$ cat config.mk
export PLATFORM = sky130hd
export DESIGN_NAME = secs_top
export DESIGN_NICKNAME = d
export VERILOG_FILES = /design/src/hw/secs_light_cond.v /design/src/hw/secs_prox_cond.v /design/src/hw/secs_top.v
export VERILOG_INCLUDE_DIRS = /design/src /design/src/hw
export SDC_FILE = /design/constraint.sdc
export NUM_CORES = 1
export LEC_CHECK = 0
export ABC_CLOCK_PERIOD_IN_PS = 3700
export BUFFER_PORTS_ARGS = -buffer_cell sky130_fd_sc_hd__buf_2
export CORE_MARGIN = 2
export CORE_UTILIZATION = 35
export CTS_BUF_LIST = sky130_fd_sc_hd__clkbuf_8
export CTS_CLUSTER_SIZE = 40
export DETAILED_ROUTE_END_ITERATION = 8
export PLACE_DENSITY = 0.68
export SYNTH_ARGS = -nofsm -noshare
export SYNTH_HDL_FRONTEND = slang
export SYNTH_SLANG_ARGS = --single-unit
$ cat constraint.sdc
create_clock -name i_clk -period 3.7 [get_ports i_clk]
set_input_delay 1.11 -clock i_clk [delete_from_list [all_inputs] [get_ports i_clk]]
set_output_delay 1.11 -clock i_clk [all_outputs]
set_load 0.01 [all_outputs]
$ cat src/hw/secs_map.vh
// Purpose: constants for the event condition select block
// Assumes: byte-wide register port, 25 MHz clock
// Notes: included by every design file
`ifndef SECS_MAP_VH
`define SECS_MAP_VH
`define SECS_ADDR_MODE_FIRST 8'h05
`define SECS_ADDR_MODE_SECOND 8'h06
`define SECS_MODE_FIRST_RESET 8'h00
`define SECS_MODE_SECOND_RESET 8'h00
`define SECS_MODE_FIRST_WMASK 8'hF7
`define SECS_MODE_SECOND_WMASK 8'h0F
`define SECS_PROX2_SEL_HI 7
`define SECS_PROX2_SEL_LO 6
`define SECS_PROX1_SEL_HI 5
`define SECS_PROX1_SEL_LO 4
`define SECS_LIGHT_SEL_HI 2
`define SECS_LIGHT_SEL_LO 0
`define SECS_CMD_SEL_HI 3
`define SECS_CMD_SEL_LO 2
`define SECS_PROX3_SEL_HI 1
`define SECS_PROX3_SEL_LO 0
`define SECS_SEL_DONE 2'h0
`define SECS_SEL_CROSS 2'h1
`define SECS_SEL_ABOVE 2'h3
`define SECS_CMD_ANY 2'h0
`define SECS_CMD_ERROR 2'h1
`endif

$ cat src/hw/secs_light_cond.v
// Purpose: ambient light window condition evaluator
// Assumes: visible and infrared results valid with the done strobe
// Notes: entry and exit need a previous sample of the watched channel
`timescale 1ns/1ns
`include "secs_map.vh"
`default_nettype none
module secs_light_cond #(
   parameter W = 16
)
(
   // Clock and reset
   input wire i_clk,
   input wire i_rst_n,
   // Measurement
   input wire i_done,
   input wire [W-1:0] i_visible,
   input wire [W-1:0] i_infrared,
   input wire [W-1:0] i_low,
   input wire [W-1:0] i_high,
   input wire [2:0] i_select,
   input wire [1:0] i_enable,
   // Events
   output wire [1:0] o_hit
);
   reg vis_in_r;
   reg ir_in_r;
   reg valid_r;
   wire vis_in;
   wire ir_in;
   reg [1:0] hit;
   assign vis_in = (i_visible >= i_low) && (i_visible <= i_high);
   assign ir_in = (i_infrared >= i_low) && (i_infrared <= i_high);
   always @*
   begin
      hit = 2'h0;
      if (i_enable == 2'h1 && i_select == 3'h0)
         hit[0] = 1'b1;
      if (i_enable[0] && i_select[1:0] == 2'h1)
         hit[0] = valid_r && vis_in_r && !vis_in;
      if (i_enable[0] && i_select[1:0] == 2'h3)
         hit[0] = valid_r && ir_in_r && !ir_in;
      if (i_enable[1] && i_select[2:1] == 2'h2)
         hit[1] = valid_r && !vis_in_r && vis_in;
      if (i_enable[1] && i_select[2:1] == 2'h3)
         hit[1] = valid_r && !ir_in_r && ir_in;
   end
   assign o_hit = {2{i_done}} & hit;
   always @(posedge i_clk or negedge i_rst_n)
   begin
      if (!i_rst_n)
      begin
         vis_in_r <= 1'b0;
         ir_in_r <= 1'b0;
         valid_r <= 1'b0;
      end
      else if (i_done)
      begin
         vis_in_r <= vis_in;
         ir_in_r <= ir_in;
         valid_r <= 1'b1;
      end
   end
endmodule // secs_light_cond
`default_nettype wire

$ cat src/hw/secs_prox_cond.v
// Purpose: one proximity channel condition evaluator
// Assumes: result and threshold valid with the done strobe
// Notes: crossing compares newest against previous result
`timescale 1ns/1ns
`include "secs_map.vh"
`default_nettype none
module secs_prox_cond #(
   parameter W = 16
)
(
   // Clock and reset
   input wire i_clk,
   input wire i_rst_n,
   // Measurement
   input wire i_done,
   input wire [W-1:0] i_result,
   input wire [W-1:0] i_threshold,
   input wire [1:0] i_select,
   // Event
   output wire o_hit
);
   reg prev_above_r;
   reg prev_valid_r;
   wire above;
   reg hit;
   assign above = i_result > i_threshold;
   always @*
   begin
      case (i_select)
         `SECS_SEL_DONE: hit = 1'b1;
         `SECS_SEL_CROSS: hit = prev_valid_r && (above != prev_above_r);
         `SECS_SEL_ABOVE: hit = above;
         default: hit = 1'b0;
      endcase
   end
   assign o_hit = i_done & hit;
   // Remember which side the last result lay on
   always @(posedge i_clk or negedge i_rst_n)
   begin
      if (!i_rst_n)
      begin
         prev_above_r <= 1'b0;
         prev_valid_r <= 1'b0;
      end
      else if (i_done)
      begin
         prev_above_r <= above;
         prev_valid_r <= 1'b1;
      end
   end
endmodule // secs_prox_cond
`default_nettype wire

$ cat src/hw/secs_top.v
// Purpose: event condition selection for a proximity and light sensor
// Assumes: byte register port from the serial slave, same clock domain
// Notes: flags are sticky and cleared by writing ones to i_flag_clear
//
// Contract
// - Channel 2 selector bits 7:6, enable gated
// - Channel 2 00: flag every measurement
// - Channel 2 01: flag on threshold crossing
// - Channel 2 11: flag while above threshold
// - Channel 1 selector bits 5:4, enable gated
// - Channel 1 00: flag every measurement
// - Channel 1 01: flag on threshold crossing
// - Channel 1 11: flag while above threshold
// - Channel 3 selector second register bits 1:0
// - Channel 3 00: flag every measurement
// - Channel 3 01: flag on threshold crossing
// - Channel 3 11: flag while above threshold
// - Light selector bits 2:0 decoded with enables
// - Light enables and selector zero: no flags
// - Enable 01 selector 000: flag0 each sample
// - x01: visible leaving window sets flag0
// - x11: infrared leaving window sets flag0
// - 10x: visible entering window sets flag1
// - 11x: infrared entering window sets flag1
// - Command selector bits 3:2; 1x reserved
// - Command 00: flag on every response update
// - Command 01: flag on response with MSB
// - Output enabled: alert low on flag and enable
// - Flags sticky until host clears them
`timescale 1ns/1ns
`include "secs_map.vh"
`default_nettype none
module secs_top #(
   parameter W = 16
)
(
   // Clock and reset
   input wire i_clk,
   input wire i_rst_n,
   // Register port
   input wire i_reg_wr,
   input wire [7:0] i_reg_addr,
   input wire [7:0] i_reg_wdata,
   output reg [7:0] o_reg_rdata,
   // Enables and output control from the neighbouring registers
   input wire i_prox1_event_enable,
   input wire i_prox2_event_enable,
   input wire i_prox3_event_enable,
   input wire [1:0] i_light_event_enable,
   input wire i_command_event_enable,
   input wire i_alert_output_enable,
   // Flag clear, one bit per flag: cmd, p3, p2, p1, light[1:0]
   input wire [5:0] i_flag_clear,
   // Measurement results
   input wire i_prox1_done,
   input wire i_prox2_done,
   input wire i_prox3_done,
   input wire [W-1:0] i_prox1_result,
   input wire [W-1:0] i_prox2_result,
   input wire [W-1:0] i_prox3_result,
   input wire [W-1:0] i_prox1_threshold,
   input wire [W-1:0] i_prox2_threshold,
   input wire [W-1:0] i_prox3_threshold,
   input wire i_light_done,
   input wire [W-1:0] i_visible_light_result,
   input wire [W-1:0] i_infrared_light_result,
   input wire [W-1:0] i_light_window_low,
   input wire [W-1:0] i_light_window_high,
   // Response register update
   input wire i_response_wr,
   input wire [7:0] i_response_data,
   // Status and alert pin
   output reg o_prox1_event_flag,
   output reg o_prox2_event_flag,
   output reg o_prox3_event_flag,
   output reg [1:0] o_light_event_flags,
   output reg o_command_event_flag,
   output reg o_alert_out,
   output reg o_alert_oe
);
   reg [7:0] event_mode_first_r;
   reg [7:0] event_mode_second_r;
   wire [1:0] prox1_condition_select;
   wire [1:0] prox2_condition_select;
   wire [1:0] prox3_condition_select;
   wire [2:0] light_condition_select;
   wire [1:0] command_condition_select;
   wire p1_hit;
   wire p2_hit;
   wire p3_hit;
   wire [1:0] light_hit;
   reg cmd_hit;
   reg [5:0] flags_nxt;
   wire [5:0] flags_now;
   wire [5:0] enables;

   assign prox2_condition_select = event_mode_first_r[`SECS_PROX2_SEL_HI:`SECS_PROX2_SEL_LO];
   assign prox1_condition_select = event_mode_first_r[`SECS_PROX1_SEL_HI:`SECS_PROX1_SEL_LO];
   assign light_condition_select = event_mode_first_r[`SECS_LIGHT_SEL_HI:`SECS_LIGHT_SEL_LO];
   assign prox3_condition_select = event_mode_second_r[`SECS_PROX3_SEL_HI:`SECS_PROX3_SEL_LO];
   assign command_condition_select = event_mode_second_r[`SECS_CMD_SEL_HI:`SECS_CMD_SEL_LO];

   // Mode registers
   always @(posedge i_clk or negedge i_rst_n)
   begin
      if (!i_rst_n)
      begin
         event_mode_first_r <= `SECS_MODE_FIRST_RESET;
         event_mode_second_r <= `SECS_MODE_SECOND_RESET;
      end
      else if (i_reg_wr)
      begin
         if (i_reg_addr == `SECS_ADDR_MODE_FIRST)
            event_mode_first_r <= i_reg_wdata & `SECS_MODE_FIRST_WMASK;
         if (i_reg_addr == `SECS_ADDR_MODE_SECOND)
            event_mode_second_r <= i_reg_wdata & `SECS_MODE_SECOND_WMASK;
      end
   end

   // Read data, registered; unmapped addresses read zero
   always @(posedge i_clk or negedge i_rst_n)
   begin
      if (!i_rst_n)
         o_reg_rdata <= 8'h00;
      else if (i_reg_addr == `SECS_ADDR_MODE_FIRST)
         o_reg_rdata <= event_mode_first_r;
      else if (i_reg_addr == `SECS_ADDR_MODE_SECOND)
         o_reg_rdata <= event_mode_second_r;
      else
         o_reg_rdata <= 8'h00;
   end

   // Proximity evaluators, one per channel; crossing uses previous side of threshold
   wire [2:0] prox_done;
   wire [3*W-1:0] prox_result;
   wire [3*W-1:0] prox_threshold;
   wire [5:0] prox_select;
   wire [2:0] prox_hit;
   genvar g;
   assign prox_done = {i_prox3_done, i_prox2_done, i_prox1_done};
   assign prox_result = {i_prox3_result, i_prox2_result, i_prox1_result};
   assign prox_threshold = {i_prox3_threshold, i_prox2_threshold, i_prox1_threshold};
   assign prox_select = {prox3_condition_select, prox2_condition_select, prox1_condition_select};
   generate
      for (g = 0; g < 3; g = g + 1)
      begin : g_prox
         secs_prox_cond #(.W(W)) u_prox (
            .i_clk(i_clk),
            .i_rst_n(i_rst_n),
            .i_done(prox_done[g]),
            .i_result(prox_result[g*W +: W]),
            .i_threshold(prox_threshold[g*W +: W]),
            .i_select(prox_select[2*g +: 2]),
            .o_hit(prox_hit[g])
         );
      end
   endgenerate
   assign p1_hit = prox_hit[0];
   assign p2_hit = prox_hit[1];
   assign p3_hit = prox_hit[2];
   secs_light_cond #(.W(W)) u_light (
      .i_clk(i_clk),
      .i_rst_n(i_rst_n),
      .i_done(i_light_done),
      .i_visible(i_visible_light_result),
      .i_infrared(i_infrared_light_result),
      .i_low(i_light_window_low),
      .i_high(i_light_window_high),
      .i_select(light_condition_select),
      .i_enable(i_light_event_enable),
      .o_hit(light_hit)
   );

   // Command condition; reserved patterns raise nothing
   always @*
   begin
      case (command_condition_select)
         `SECS_CMD_ANY: cmd_hit = i_response_wr;
         `SECS_CMD_ERROR: cmd_hit = i_response_wr & i_response_data[7];
         default: cmd_hit = 1'b0;
      endcase
   end

   assign flags_now = {o_command_event_flag, o_prox3_event_flag, o_prox2_event_flag,
                       o_prox1_event_flag, o_light_event_flags};
   assign enables = {i_command_event_enable, i_prox3_event_enable, i_prox2_event_enable,
                     i_prox1_event_enable, i_light_event_enable};

   // Sticky flags: a new event wins over a clear in the same cycle
   always @*
   begin
      flags_nxt = flags_now & ~i_flag_clear;
      flags_nxt[5] = flags_nxt[5] | (cmd_hit & i_command_event_enable);
      flags_nxt[4] = flags_nxt[4] | (p3_hit & i_prox3_event_enable);
      flags_nxt[3] = flags_nxt[3] | (p2_hit & i_prox2_event_enable);
      flags_nxt[2] = flags_nxt[2] | (p1_hit & i_prox1_event_enable);
      flags_nxt[1:0] = flags_nxt[1:0] | light_hit;
   end

   always @(posedge i_clk or negedge i_rst_n)
   begin
      if (!i_rst_n)
      begin
         o_command_event_flag <= 1'b0;
         o_prox3_event_flag <= 1'b0;
         o_prox2_event_flag <= 1'b0;
         o_prox1_event_flag <= 1'b0;
         o_light_event_flags <= 2'h0;
         o_alert_out <= 1'b0;
         o_alert_oe <= 1'b0;
      end
      else
      begin
         o_command_event_flag <= flags_nxt[5];
         o_prox3_event_flag <= flags_nxt[4];
         o_prox2_event_flag <= flags_nxt[3];
         o_prox1_event_flag <= flags_nxt[2];
         o_light_event_flags <= flags_nxt[1:0];
         o_alert_out <= 1'b0;
         // Open drain: drive low only while an enabled flag stands
         o_alert_oe <= i_alert_output_enable && |(flags_nxt & enables);
      end
   end
endmodule // secs_top
`default_nettype wire

==> reports/qor.csv, run 1 <==
stage;metric;value;unit
timing;Slew Viols, Final;0;
die;# rows;40;
timing;period utilization;86.3;%
detailed_routing;Vias;4299;
critical_path;FF-to-FF setup slack;1.92;ns
detailed_routing;drt first pass iters;4;
critical_path;Crit path required time;3.84;ns
place;pre-CTS setup slack;0.172;ns
clock_tree;CTS root buf;clkbuf_8;
place;placed cell count;846;
yosys;Synth Warn #;0;
yosys;share of the synthesized area in the top cell type;33.0;%
clock_tree;worst skew pair latency;0.28;ns
place;Area after DPL;5490;um^2
timing;Max Clock Skew;0.00485;ns
timing;Fmax achieved;0.313;GHz
clock_tree;CTS tree;built;
clock_tree;H-tree depth;2;
cells_and_area;area delta synth->final;31.4;%
detailed_routing;Residual DRC;0;
yosys;synth top area cells;ha_1 33%, dfrtp_1 21%, inv_1 8.1%;
yosys;ys flop type;dfrtp_1;
yosys;FFs w/ async S/R, synth;100;%
cells_and_area;commonest cells after routing, fill and taps aside;212 x buf_2, 112 x ha_1, 92 x inv_1, 41 x a21oi_1, 35 x dfrtp_1;
critical_path;type of origin of the critical path;primary input;
detailed_routing;Initial DRC Count;155;
timing;Slew HR;48.7;%
run_status;result of the run;completed;
clock_tree;clk slew on worst S/H paths;0.06;ns
critical_path;cell depth of the worst flop-to-flop path;6;
power;Cell Pwr Density;209;nW/um^2
cells_and_area;Fill cells;1215;
cells_and_area;Final Net Count;1023;
timing;RSZ-0062 raised after global routing;false;
detailed_routing;wire per inst;14.1;um
timing;fin crit period;3.19;ns
global_routing;global route overflow;0;
global_routing;Overall Global Routing Usage;18.6;%
place;dpl hpwl;11.0;mm
power;Total Power;1.16;mW
clock_tree;CTS Buffer Depth;2;
yosys;post-synth top area cell;ha_1;
clock_tree;post-CTS setup repair buffer count;0;
detailed_routing;routed wire length;12.0;mm
global_routing;vias in the first global route;4398;
yosys;Syn Inst Count;487;
yosys;Netlist cell types;58;
clock_tree;Post-CTS Resized;0;
min_path;hold endpoint;g_prox[2].u_prox.prev_valid_r;
cells_and_area;most common cell after layout, fill and taps aside;buf_2;
yosys;Seq cells post-synth;35;
timing;Sum Neg Setup Slack;0;ns
timing;Final Hold Viols;0;
critical_path;worst r2r src;event_mode_first_r[1];
global_routing;global-route wire length before repair;19.5;mm
min_path;Worst Hold Class;reg -> reg;
place;Final GP Congestion;0.898;
die;Starting Density;35.7;%
clock_tree;total CTS buffers;5;
cells_and_area;# diodes;0;
critical_path;CP Capture Type;flop;
place;number of port buffers;212;
critical_path;Worst Path Max Fanout;2;
timing;setup violators final;0;
cells_and_area;Final Cell Area;5580;um^2
die;IO Count;221;
yosys;Mapped Area;4250;um^2
die;die height;114;um
min_path;Hold Path Depth;1;
power;Leak;3.20;nW
timing;setup ws final;0.505;ns
global_routing;largest net degree at the start of global routing;36;
power;VDD IR max;150;uV
min_path;hold_sp;g_prox[2].u_prox.prev_valid_r;
clock_tree;cts hold-fix bufs;0;
clock_tree;Clock Sinks;35;
yosys;sequential fraction of the synthesis area;20.6;%
die;Die Wd;114;um
critical_path;kind of critical path;in -> reg;
run;max-cap viol count;0;
cells_and_area;final std cells w/o fill;853;
detailed_routing;Final ANT Viol Nets;0;
critical_path;crit path DAT;3.33;ns
die;Std-Cell Core Area;11900;um^2
yosys;synthesized area per cell;8.72;um^2
die;die area;13000;um^2
cells_and_area;ratio of cells with drive above 1 in the final layout;35.3;%
yosys;Mapped Nets;804;
yosys;Post-synth EDFFs;0;
timing;Slew @ Worst Pin;0.770;ns
detailed_routing;number of vias per cell;5.04;
global_routing;initial antenna violation count;0;
critical_path;R2R Path End;o_alert_oe;
## logic make-up (layout without fill, tap and decap cells)
logic type / Yosys count / after routing / share of synthesized area (%)
AND/OR/NAND/NOR: 116 / 116 / 15.9
AO/OA/AOI/OAI: 114 / 114 / 17.9
adder cells (fa/ha/maj): 112 / 112 / 33.0
buffers and inverters: 93 / 312 / 8.31
flip-flops: 35 / 35 / 20.6
multiplexers: 16 / 16 / 4.18
other: 1 / 1 / 0.0883
## power breakdown
| part | switching [mW] | internal, mW |
|---|---|---|
| registers | 0.0191 | 0.404 |
| clock network | 0.129 | 0.146 |
| logic | 0.236 | 0.230 |
| total | 0.384 | 0.780 |
## Yosys cell counts (5+ instances only)
| cell | number |
|---|---|
| and2_1 | 6 |
| nor2_1 | 10 |
| nand2_1 | 25 |
| a21oi_1 | 41 |
| o21ai_0 | 15 |
| nand4_1 | 22 |
| dfrtp_1 | 35 |
| nor2b_1 | 6 |
| mux2_2 | 14 |
| nand3_1 | 11 |
| nor4_1 | 8 |
| inv_1 | 92 |
| nand3b_1 | 5 |
| o211ai_1 | 8 |
| a21o_1 | 7 |
| ha_1 | 112 |
## routing by layer
layer | global-route usage [%] | vias up | part of all wire [%]
met5 | 0 | - | 0
met2 | 34.3 | 139 | 50
met4 | 4.96 | 0 | 1.7
met1 | 21.7 | 1924 | 41
met3 | 3.92 | 15 | 6.6
li1 | - | 2221 | -
## worst max-delay path, cell delays in order
cell	delay (ns)
buf_2	0.13
ha_1	0.31
a2111oi_0	0.41
o21ai_1	0.16
a221oi_1	0.40
o21ai_0	0.12
o21ai_0	0.13
o22ai_1	0.17
a211oi_1	0.25
a41oi_2	0.15
## flip-flops by register name, summed over array words and instances, names as in the netlist, 2 cells and up
register / count
o_reg_rdata: 8
event_mode_first_r: 7
event_mode_second_r: 4
g_prox.u_prox.prev_above_r: 3
g_prox.u_prox.prev_valid_r: 3
o_light_event_flags: 2
## area by class of cell
type | instances | area [um^2] | area share (%)
Clock buffer | 6 | 82.6 | 1.48
Clock inverter | 1 | 5.00 | 0.0897
Timing Repair Buffer | 213 | 1070 | 19.1
Inverter | 92 | 345 | 6.19
Tap cell | 147 | 184 | 3.30
Sequential cell | 35 | 876 | 15.7
Multi-Input combinational cell | 359 | 3020 | 54.1
## worst max path at each step
stage                 end  slack, ns                  startpoint  cells after the start
2_1_floorplan  o_alert_oe       0.65     i_light_window_high[14]                     10
3_3_place_gp   o_alert_oe       0.28  i_infrared_light_result[3]                     10
3_5_place_dp   o_alert_oe       0.17  i_infrared_light_result[3]                     10
4_1_cts        o_alert_oe       0.47  i_infrared_light_result[3]                     10
5_1_grt        o_alert_oe       0.26  i_infrared_light_result[3]                     10
6_report       o_alert_oe       0.51  i_infrared_light_result[3]                     10
## through the flow
| stage | util [%] | hold slack, ns |
|---|---|---|
| floorplan | - | 0.451 |
| global placement | 46.1 | 0.469 |
| detailed placement | 46.1 | 0.483 |
| CTS | 46.8 | 0.498 |
| global route | 46.8 | 0.518 |
| finish | 46.8 | 0.496 |
(Power assumes the default switching activity.)
==> run 2, diff against run 1 <==
--- a/config.mk
+++ b/config.mk
@@ -13,7 +13,8 @@
 export CTS_BUF_LIST = sky130_fd_sc_hd__clkbuf_8
 export CTS_CLUSTER_SIZE = 40
 export DETAILED_ROUTE_END_ITERATION = 8
-export PLACE_DENSITY = 0.68
+export PLACE_DENSITY = 0.67
 export SYNTH_ARGS = -nofsm -noshare
 export SYNTH_HDL_FRONTEND = slang
+export SYNTH_HIERARCHICAL = 1
 export SYNTH_SLANG_ARGS = --single-unit
==> constraint.sdc (replaced) <==
create_clock -name i_clk -period 3.7 [get_ports i_clk]
set_input_delay 1.11 -clock i_clk [delete_from_list [all_inputs] [get_ports i_clk]]
set_output_delay 1.11 -clock i_clk [all_outputs]
set_load 0.1 [all_outputs]
==> reports/qor.csv, run 2 <==
stage;metric;value;unit;change
cells_and_area;ratio of cells with drive above 1 in the final layout;35.9;%;+0.68 points
critical_path;crit path DAT;3.69;ns;+0.36 ns
min_path;hold_sp;g_prox[1].u_prox/prev_valid_r;;
power;Cell Pwr Density;209;nW/um^2;+0.36%
yosys;Netlist cell types;51;;-12%
detailed_routing;drt first pass iters;4;;unchanged
place;number of port buffers;212;;unchanged
clock_tree;total CTS buffers;5;;unchanged
clock_tree;clk slew on worst S/H paths;0.07;ns;about the same
die;Std-Cell Core Area;12000;um^2;+0.42%
die;IO Count;221;;unchanged
global_routing;global route overflow;0;;unchanged
yosys;Post-synth EDFFs;0;;unchanged
critical_path;Crit path required time;3.85;ns;about the same
timing;Hold WS;0.494;ns;-0.00234 ns
clock_tree;cts hold-fix bufs;0;;unchanged
yosys;sequential fraction of the synthesis area;20.4;%;-0.17 points
detailed_routing;routed wire length;11.5;mm;-4.5%
timing;RSZ-0062 raised after global routing;false;;
timing;Slew HR;48.0;%;-0.72 points
power;VDD IR max;102;uV;-32%
cells_and_area;end-of-flow core utilization;46.7;%;-0.15 points
global_routing;largest net degree at the start of global routing;36;;unchanged
critical_path;R2R Path End;o_alert_oe;;
run;max-cap viol count;0;;unchanged
timing;period utilization;95.5;%;+9.1 points
global_routing;global-route wire length before repair;18.5;mm;-5.3%
timing;Slew @ Worst Pin;0.780;ns;+0.0108 ns
clock_tree;H-tree depth;2;;unchanged
global_routing;Overall Global Routing Usage;17.0;%;-1.6 points
clock_tree;CTS tree;built;;
timing;Max Clock Skew;0.00430;ns;-0.000552 ns
detailed_routing;Residual DRC;0;;unchanged
critical_path;kind of critical path;in -> reg;;
detailed_routing;Vias;4309;;+0.23%
detailed_routing;Final ANT Viol Nets;0;;unchanged
cells_and_area;most common cell after layout, fill and taps aside;buf_2;;
die;die area;13100;um^2;+0.83%
detailed_routing;number of vias per cell;5.08;;+0.82%
clock_tree;worst skew pair latency;0.28;ns;about the same
critical_path;Worst Path Max Fanout;4;;+2
timing;setup violators final;0;;unchanged
min_path;Hold Path Depth;1;;unchanged
critical_path;crit-path max cell delay;0.50;ns;+0.09 ns
critical_path;FF-to-FF setup slack;2.02;ns;+0.10 ns
yosys;ys flop type;dfrtp_1;;
yosys;Post-synth top cells;112 x ha_1, 84 x inv_1, 38 x a21oi_1;;
cells_and_area;area delta synth->final;30.4;%;
timing;fin crit period;3.53;ns;+0.338 ns
yosys;Synth Warn #;6;;+6
yosys;synthesized area per cell;8.83;um^2;+1.3%
yosys;most common cell in the synthesized netlist;ha_1;;
timing;Slew Viols, Final;0;;unchanged
critical_path;type of origin of the critical path;primary input;;
critical_path;CP top delay family;compound AO/OA/AOI/OAI gates;;
yosys;FFs w/ async S/R, synth;100;%;unchanged
critical_path;cell depth of the worst flop-to-flop path;5;;-1
run_status;result of the run;completed;;
clock_tree;post-CTS setup repair buffer count;0;;unchanged
clock_tree;Clock Sinks;35;;unchanged
die;die height;115;um;+0.41%
cells_and_area;Top reg by flops;o_reg_rdata;;
place;placed cell count;842;;-0.47%
place;dpl hpwl;10.2;mm;-6.7%
die;Die Wd;115;um;+0.41%
yosys;Mapped Area;4280;um^2;+0.85%
min_path;Worst Hold Class;reg -> reg;;
critical_path;worst r2r src;event_mode_first_r[6];;
timing;Fmax achieved;0.283;GHz;-9.6%
critical_path;CP Capture Type;flop;;
cells_and_area;Largest regs;o_reg_rdata x8, event_mode_first_r x7, event_mode_second_r x4;;
critical_path;slowest CP cell;nor4_1;;
global_routing;vias in the first global route;4317;;-1.8%
detailed_routing;wire per inst;13.5;um;-3.9%
cells_and_area;Final Cell Area;5590;um^2;about the same
power;Leak;3.29;nW;+2.9%
yosys;Syn Inst Count;485;;-0.41%
place;Final GP Congestion;0.851;;-5.2%
global_routing;initial antenna violation count;0;;unchanged
cells_and_area;Largest register FFs;8;;unchanged
clock_tree;CTS root buf;clkbuf_8;;
yosys;Seq cells post-synth;35;;unchanged
timing;Final Hold Viols;0;;unchanged
critical_path;crit path cell chain;buf_2, inv_1, ha_1, nand4_1, nor4_1, a21boi_1, o31a_1, nor3_1, o41a_1, o21ai_0, and3_1, a31oi_1;;
cells_and_area;commonest cells after routing, fill and taps aside;212 x buf_2, 112 x ha_1, 85 x inv_1, 38 x a21oi_1, 35 x dfrtp_1;;
cells_and_area;# diodes;0;;unchanged
die;Starting Density;35.8;%;+0.15 points
yosys;synth top area cells;ha_1 33%, dfrtp_1 20%, inv_1 7.4%;;
critical_path;Crit path buffers/inverters;2;;+1
clock_tree;Post-CTS Resized;0;;unchanged
cells_and_area;Fill cells;1167;;-4.0%
min_path;hold endpoint;g_prox[1].u_prox/prev_valid_r;;
yosys;share of the synthesized area in the top cell type;32.7;%;-0.28 points
clock_tree;CTS Buffer Depth;2;;unchanged
cells_and_area;final std cells w/o fill;848;;-0.59%
yosys;Mapped Nets;802;;-0.25%
place;Area after DPL;5510;um^2;+0.36%
yosys;post-synth top area cell;ha_1;;
cells_and_area;Final Net Count;1019;;-0.39%
detailed_routing;Initial DRC Count;154;;-0.65%
die;# rows;40;;unchanged
## run 2: how the worst max path moves through the flow
stage          cells past startpoint                        from    endpoint
6_report                          12       i_prox2_threshold[14]  o_alert_oe
5_1_grt                           12       i_prox3_threshold[14]  o_alert_oe
4_1_cts                           12  i_infrared_light_result[0]  o_alert_oe
3_5_place_dp                      12  i_infrared_light_result[0]  o_alert_oe
3_3_place_gp                      12  i_infrared_light_result[0]  o_alert_oe
2_1_floorplan                     11  i_infrared_light_result[0]  o_alert_oe
## run 2: power breakdown
| group | internal (mW) | switching (mW) |
|---|---|---|
| clock | 0.123 | 0.124 |
| combinational | 0.230 | 0.272 |
| sequential | 0.404 | 0.0166 |
## run 2: metal layers
| layer | GRT usage (%) | part of all wire [%] | up-vias | routed length (um) |
|---|---|---|---|---|
| met5 | 0 | 0 | - | 0 |
| met4 | 3.33 | 1.1 | 0 | 125 |
| met3 | 1.85 | 5.6 | 8 | 638 |
| met2 | 32.7 | 50 | 155 | 5750 |
| met1 | 20.3 | 43 | 1949 | 4960 |
| li1 | - | - | 2197 | - |
## run 2: kinds of logic after synthesis
family / count (synthesis) / synth area share (%)
flops: 35 / 20.4
other cells: 1 / 0.0875
mux: 16 / 4.82
simple gates: 129 / 17.6
compound gates: 105 / 16.4
buf+inv: 87 / 7.91
fa+ha+maj: 112 / 32.7
## run 2: worst reg2reg max path, cell delays in order, from the launching register on
cell,delay (ns)
dfrtp_1,0.43
and3_1,0.19
o41a_1,0.43
o21ai_0,0.23
and3_1,0.19
a31oi_1,0.08
## run 2: cell type report
class                           instances  area, um^2  area share (%)
Multi-Input combinational cell        363        3070            55.0
Timing Repair Buffer                  213        1070            19.1
Sequential cell                        35         876            15.7
Inverter                               84         315            5.65
Tap cell                              147         184            3.29
Clock buffer                            5        68.8            1.23
Clock inverter                          1        3.75          0.0672
## run 2: per-stage QoR
step	worst slack, ns	power, mW	TNS (ns)
after floorplan	0.246	0.727	0
after CTS	0.211	1.18	0
after global routing	0.0229	1.26	0
after detailed placement	-0.0805	0.930	-0.0805
after global placement	-0.0367	0.909	-0.0367
final	0.167	1.17	0
==> run 3, diff against run 2 <==
--- a/config.mk
+++ b/config.mk
@@ -13,7 +13,6 @@
 export CTS_BUF_LIST = sky130_fd_sc_hd__clkbuf_8
 export CTS_CLUSTER_SIZE = 40
 export DETAILED_ROUTE_END_ITERATION = 8
-export PLACE_DENSITY = 0.67
 export SYNTH_ARGS = -nofsm -noshare
 export SYNTH_HDL_FRONTEND = slang
 export SYNTH_HIERARCHICAL = 1
==> reports/qor.csv, run 3 (synthesis results as in run 2) <==
stage;metric;value;unit;change
power;VDD IR max;98.4;uV;-3.7%
detailed_routing;routed wire length;11.1;mm;-3.1%
critical_path;crit path cell chain;buf_2, ha_1, nand4_1, nor2_1, a221o_1, o31a_1, and3_1, o41a_1, o21ai_0, buf_4, and3_1, a31oi_1;;
timing;period utilization;96.0;%;+0.52 points
timing;fin crit period;3.55;ns;+0.0194 ns
cells_and_area;Largest regs;o_reg_rdata x8, event_mode_first_r x7, event_mode_second_r x4;;
critical_path;crit path DAT;3.71;ns;+0.02 ns
clock_tree;H-tree depth;2;;unchanged
power;Net Sw Frac;35.8;%;+0.45 points
die;Starting Density;35.8;%;unchanged
detailed_routing;Initial DRC Count;178;;+16%
power;Leak;3.32;nW;+0.85%
cells_and_area;commonest cells after routing, fill and taps aside;212 x buf_2, 112 x ha_1, 85 x inv_1, 38 x a21oi_1, 35 x dfrtp_1;;
detailed_routing;Residual DRC;0;;unchanged
timing;Slew HR;48.6;%;+0.61 points
die;IO Count;221;;unchanged
cells_and_area;Largest register FFs;8;;unchanged
detailed_routing;Vias;4269;;-0.93%
clock_tree;CTS Buffer Depth;2;;unchanged
global_routing;initial antenna violation count;0;;unchanged
clock_tree;total CTS buffers;5;;unchanged
cells_and_area;# diodes;0;;unchanged
die;die area;13100;um^2;unchanged
power;Clk network pwr share;22.4;%;+1.3 points
critical_path;Worst Path Max Fanout;4;;unchanged
clock_tree;Clock Sinks;35;;unchanged
cells_and_area;area delta synth->final;31.8;%;
power;combinational power share;42.6;%;-0.4 points
cells_and_area;Top reg by flops;o_reg_rdata;;
critical_path;most used cell, CP;and3_1;;
timing;Slew @ Worst Pin;0.771;ns;-0.00922 ns
critical_path;Crit path buffers/inverters;2;;unchanged
critical_path;CP Capture Type;flop;;
global_routing;global route overflow;0;;unchanged
power;Cell Int Power;768;uW;+1.5%
clock_tree;CTS root buf;clkbuf_8;;
clock_tree;clk slew on worst S/H paths;0.07;ns;about the same
clock_tree;worst skew pair latency;0.29;ns;about the same
run;max-cap viol count;0;;unchanged
clock_tree;post-CTS setup repair buffer count;0;;unchanged
power;Cell Pwr Density;212;nW/um^2;+1.1%
global_routing;global-route wire length before repair;17.9;mm;-3.3%
place;Final GP Congestion;0.811;;-4.7%
critical_path;type of origin of the critical path;primary input;;
cells_and_area;most common cell after layout, fill and taps aside;buf_2;;
min_path;Worst Hold Class;reg -> reg;;
place;number of port buffers;212;;unchanged
clock_tree;Post-CTS Resized;0;;unchanged
timing;Max Clock Skew;0.00741;ns;+0.00311 ns
cells_and_area;Fill cells;1156;;-0.94%
power;Psw;427;uW;+3.5%
detailed_routing;drt first pass iters;4;;unchanged
clock_tree;CTS tree;built;;
cells_and_area;ratio of cells with drive above 1 in the final layout;36.9;%;+0.92 points
timing;Fmax achieved;0.282;GHz;-0.55%
run_status;result of the run;completed;;
die;Die Wd;115;um;unchanged
power;Seq pwr share;35.1;%;-0.8 points
cells_and_area;end-of-flow core utilization;47.2;%;+0.51 points
critical_path;kind of critical path;in -> reg;;
critical_path;crit-path max cell delay;0.46;ns;-0.04 ns
cells_and_area;Final Net Count;1024;;+0.49%
timing;setup violators final;0;;unchanged
die;Std-Cell Core Area;12000;um^2;unchanged
global_routing;Overall Global Routing Usage;16.5;%;-0.49 points
timing;Final Hold Viols;0;;unchanged
timing;Slew Viols, Final;0;;unchanged
timing;RSZ-0062 raised after global routing;false;;
critical_path;slowest CP cell;o41a_1;;
detailed_routing;Final ANT Viol Nets;0;;unchanged
die;die height;115;um;unchanged
critical_path;Crit path required time;3.86;ns;about the same
global_routing;largest net degree at the start of global routing;36;;unchanged
detailed_routing;wire per inst;13.0;um;-3.9%
clock_tree;cts hold-fix bufs;0;;unchanged
die;# rows;40;;unchanged
timing;Sum Neg Setup Slack;0;ns;unchanged
global_routing;vias in the first global route;4106;;-4.9%
detailed_routing;number of vias per cell;4.99;;-1.7%
critical_path;CP top delay family;compound AO/OA/AOI/OAI gates;;
place;dpl hpwl;10.2;mm;-0.82%
==> run 3: cell count changes in the layout (fill, tap and decap cells not counted), sizes merged <==
| cell | previous run | this run |
|---|---|---|
| buf | 213 | 218 |
| clkinv | 0 | 1 |
| clkinvlp | 0 | 1 |
==> run 3: power by group through the flow <==
stage / clock, mW / combinational [mW] / sequential (mW)
after floorplan: 0 / 0.261 / 0.466
after global placement: 0 / 0.493 / 0.425
after detailed placement: 0 / 0.511 / 0.426
after CTS: 0.278 / 0.514 / 0.419
after global routing: 0.296 / 0.579 / 0.423
final: 0.267 / 0.509 / 0.419
==> run 3: final timing paths <==
check                      slack [ns]                     startpoint  cells after the start                            end
min in group asynchronous        0.89                        i_rst_n                      1             o_prox3_event_flag
min reg2reg                      0.49  g_prox[1].u_prox/prev_valid_r                      1  g_prox[1].u_prox/prev_valid_r
max reg2reg                      1.91         event_mode_second_r[1]                      6                     o_alert_oe
max                              0.15             i_prox3_result[14]                     12                     o_alert_oe
max in group asynchronous        2.31                        i_rst_n                      1          event_mode_first_r[5]
min                              0.49  g_prox[1].u_prox/prev_valid_r                      1  g_prox[1].u_prox/prev_valid_r
==> run 3: routing by layer <==
layer | share of wire, % | routed length, um | GRT usage (%)
met5 | 0 | 0 | 0
met4 | 1.8 | 200 | 4.15
met3 | 6.5 | 727 | 2.86
met2 | 48 | 5300 | 29.4
met1 | 44 | 4890 | 20.7
==> run 3: worst register-to-register path, delay by kind of cell, from the launching register on <==
kind / cells / cell delay (ns)
simple gates: 2 / 0.32
buf+inv: 1 / 0.15
flops: 1 / 0.43
compound gates: 3 / 0.77
==> run 3: area by class of cell <==
type,count,area [um^2],area share [%]
well taps,147,184,3.26
flip-flops and latches,35,876,15.5
multi-input cells,363,3080,54.6
inverters,84,315,5.58
repair buffers,218,1110,19.6
clock inverters,3,16.3,0.288
clock buffers,5,68.8,1.22
==> run 3: per-stage QoR <==
stage,cell area (um^2),std cells,setup WS [ns],power [mW],hold WS (ns)
after floorplan,4280,485,0.246,0.727,0.456
after detailed placement,5550,847,-0.196,0.937,0.474
after global routing,5650,855,0.0233,1.30,0.514
after CTS,5640,855,0.0937,1.21,0.491
after global placement,5550,847,-0.0713,0.918,0.466
final,5650,855,0.148,1.20,0.485
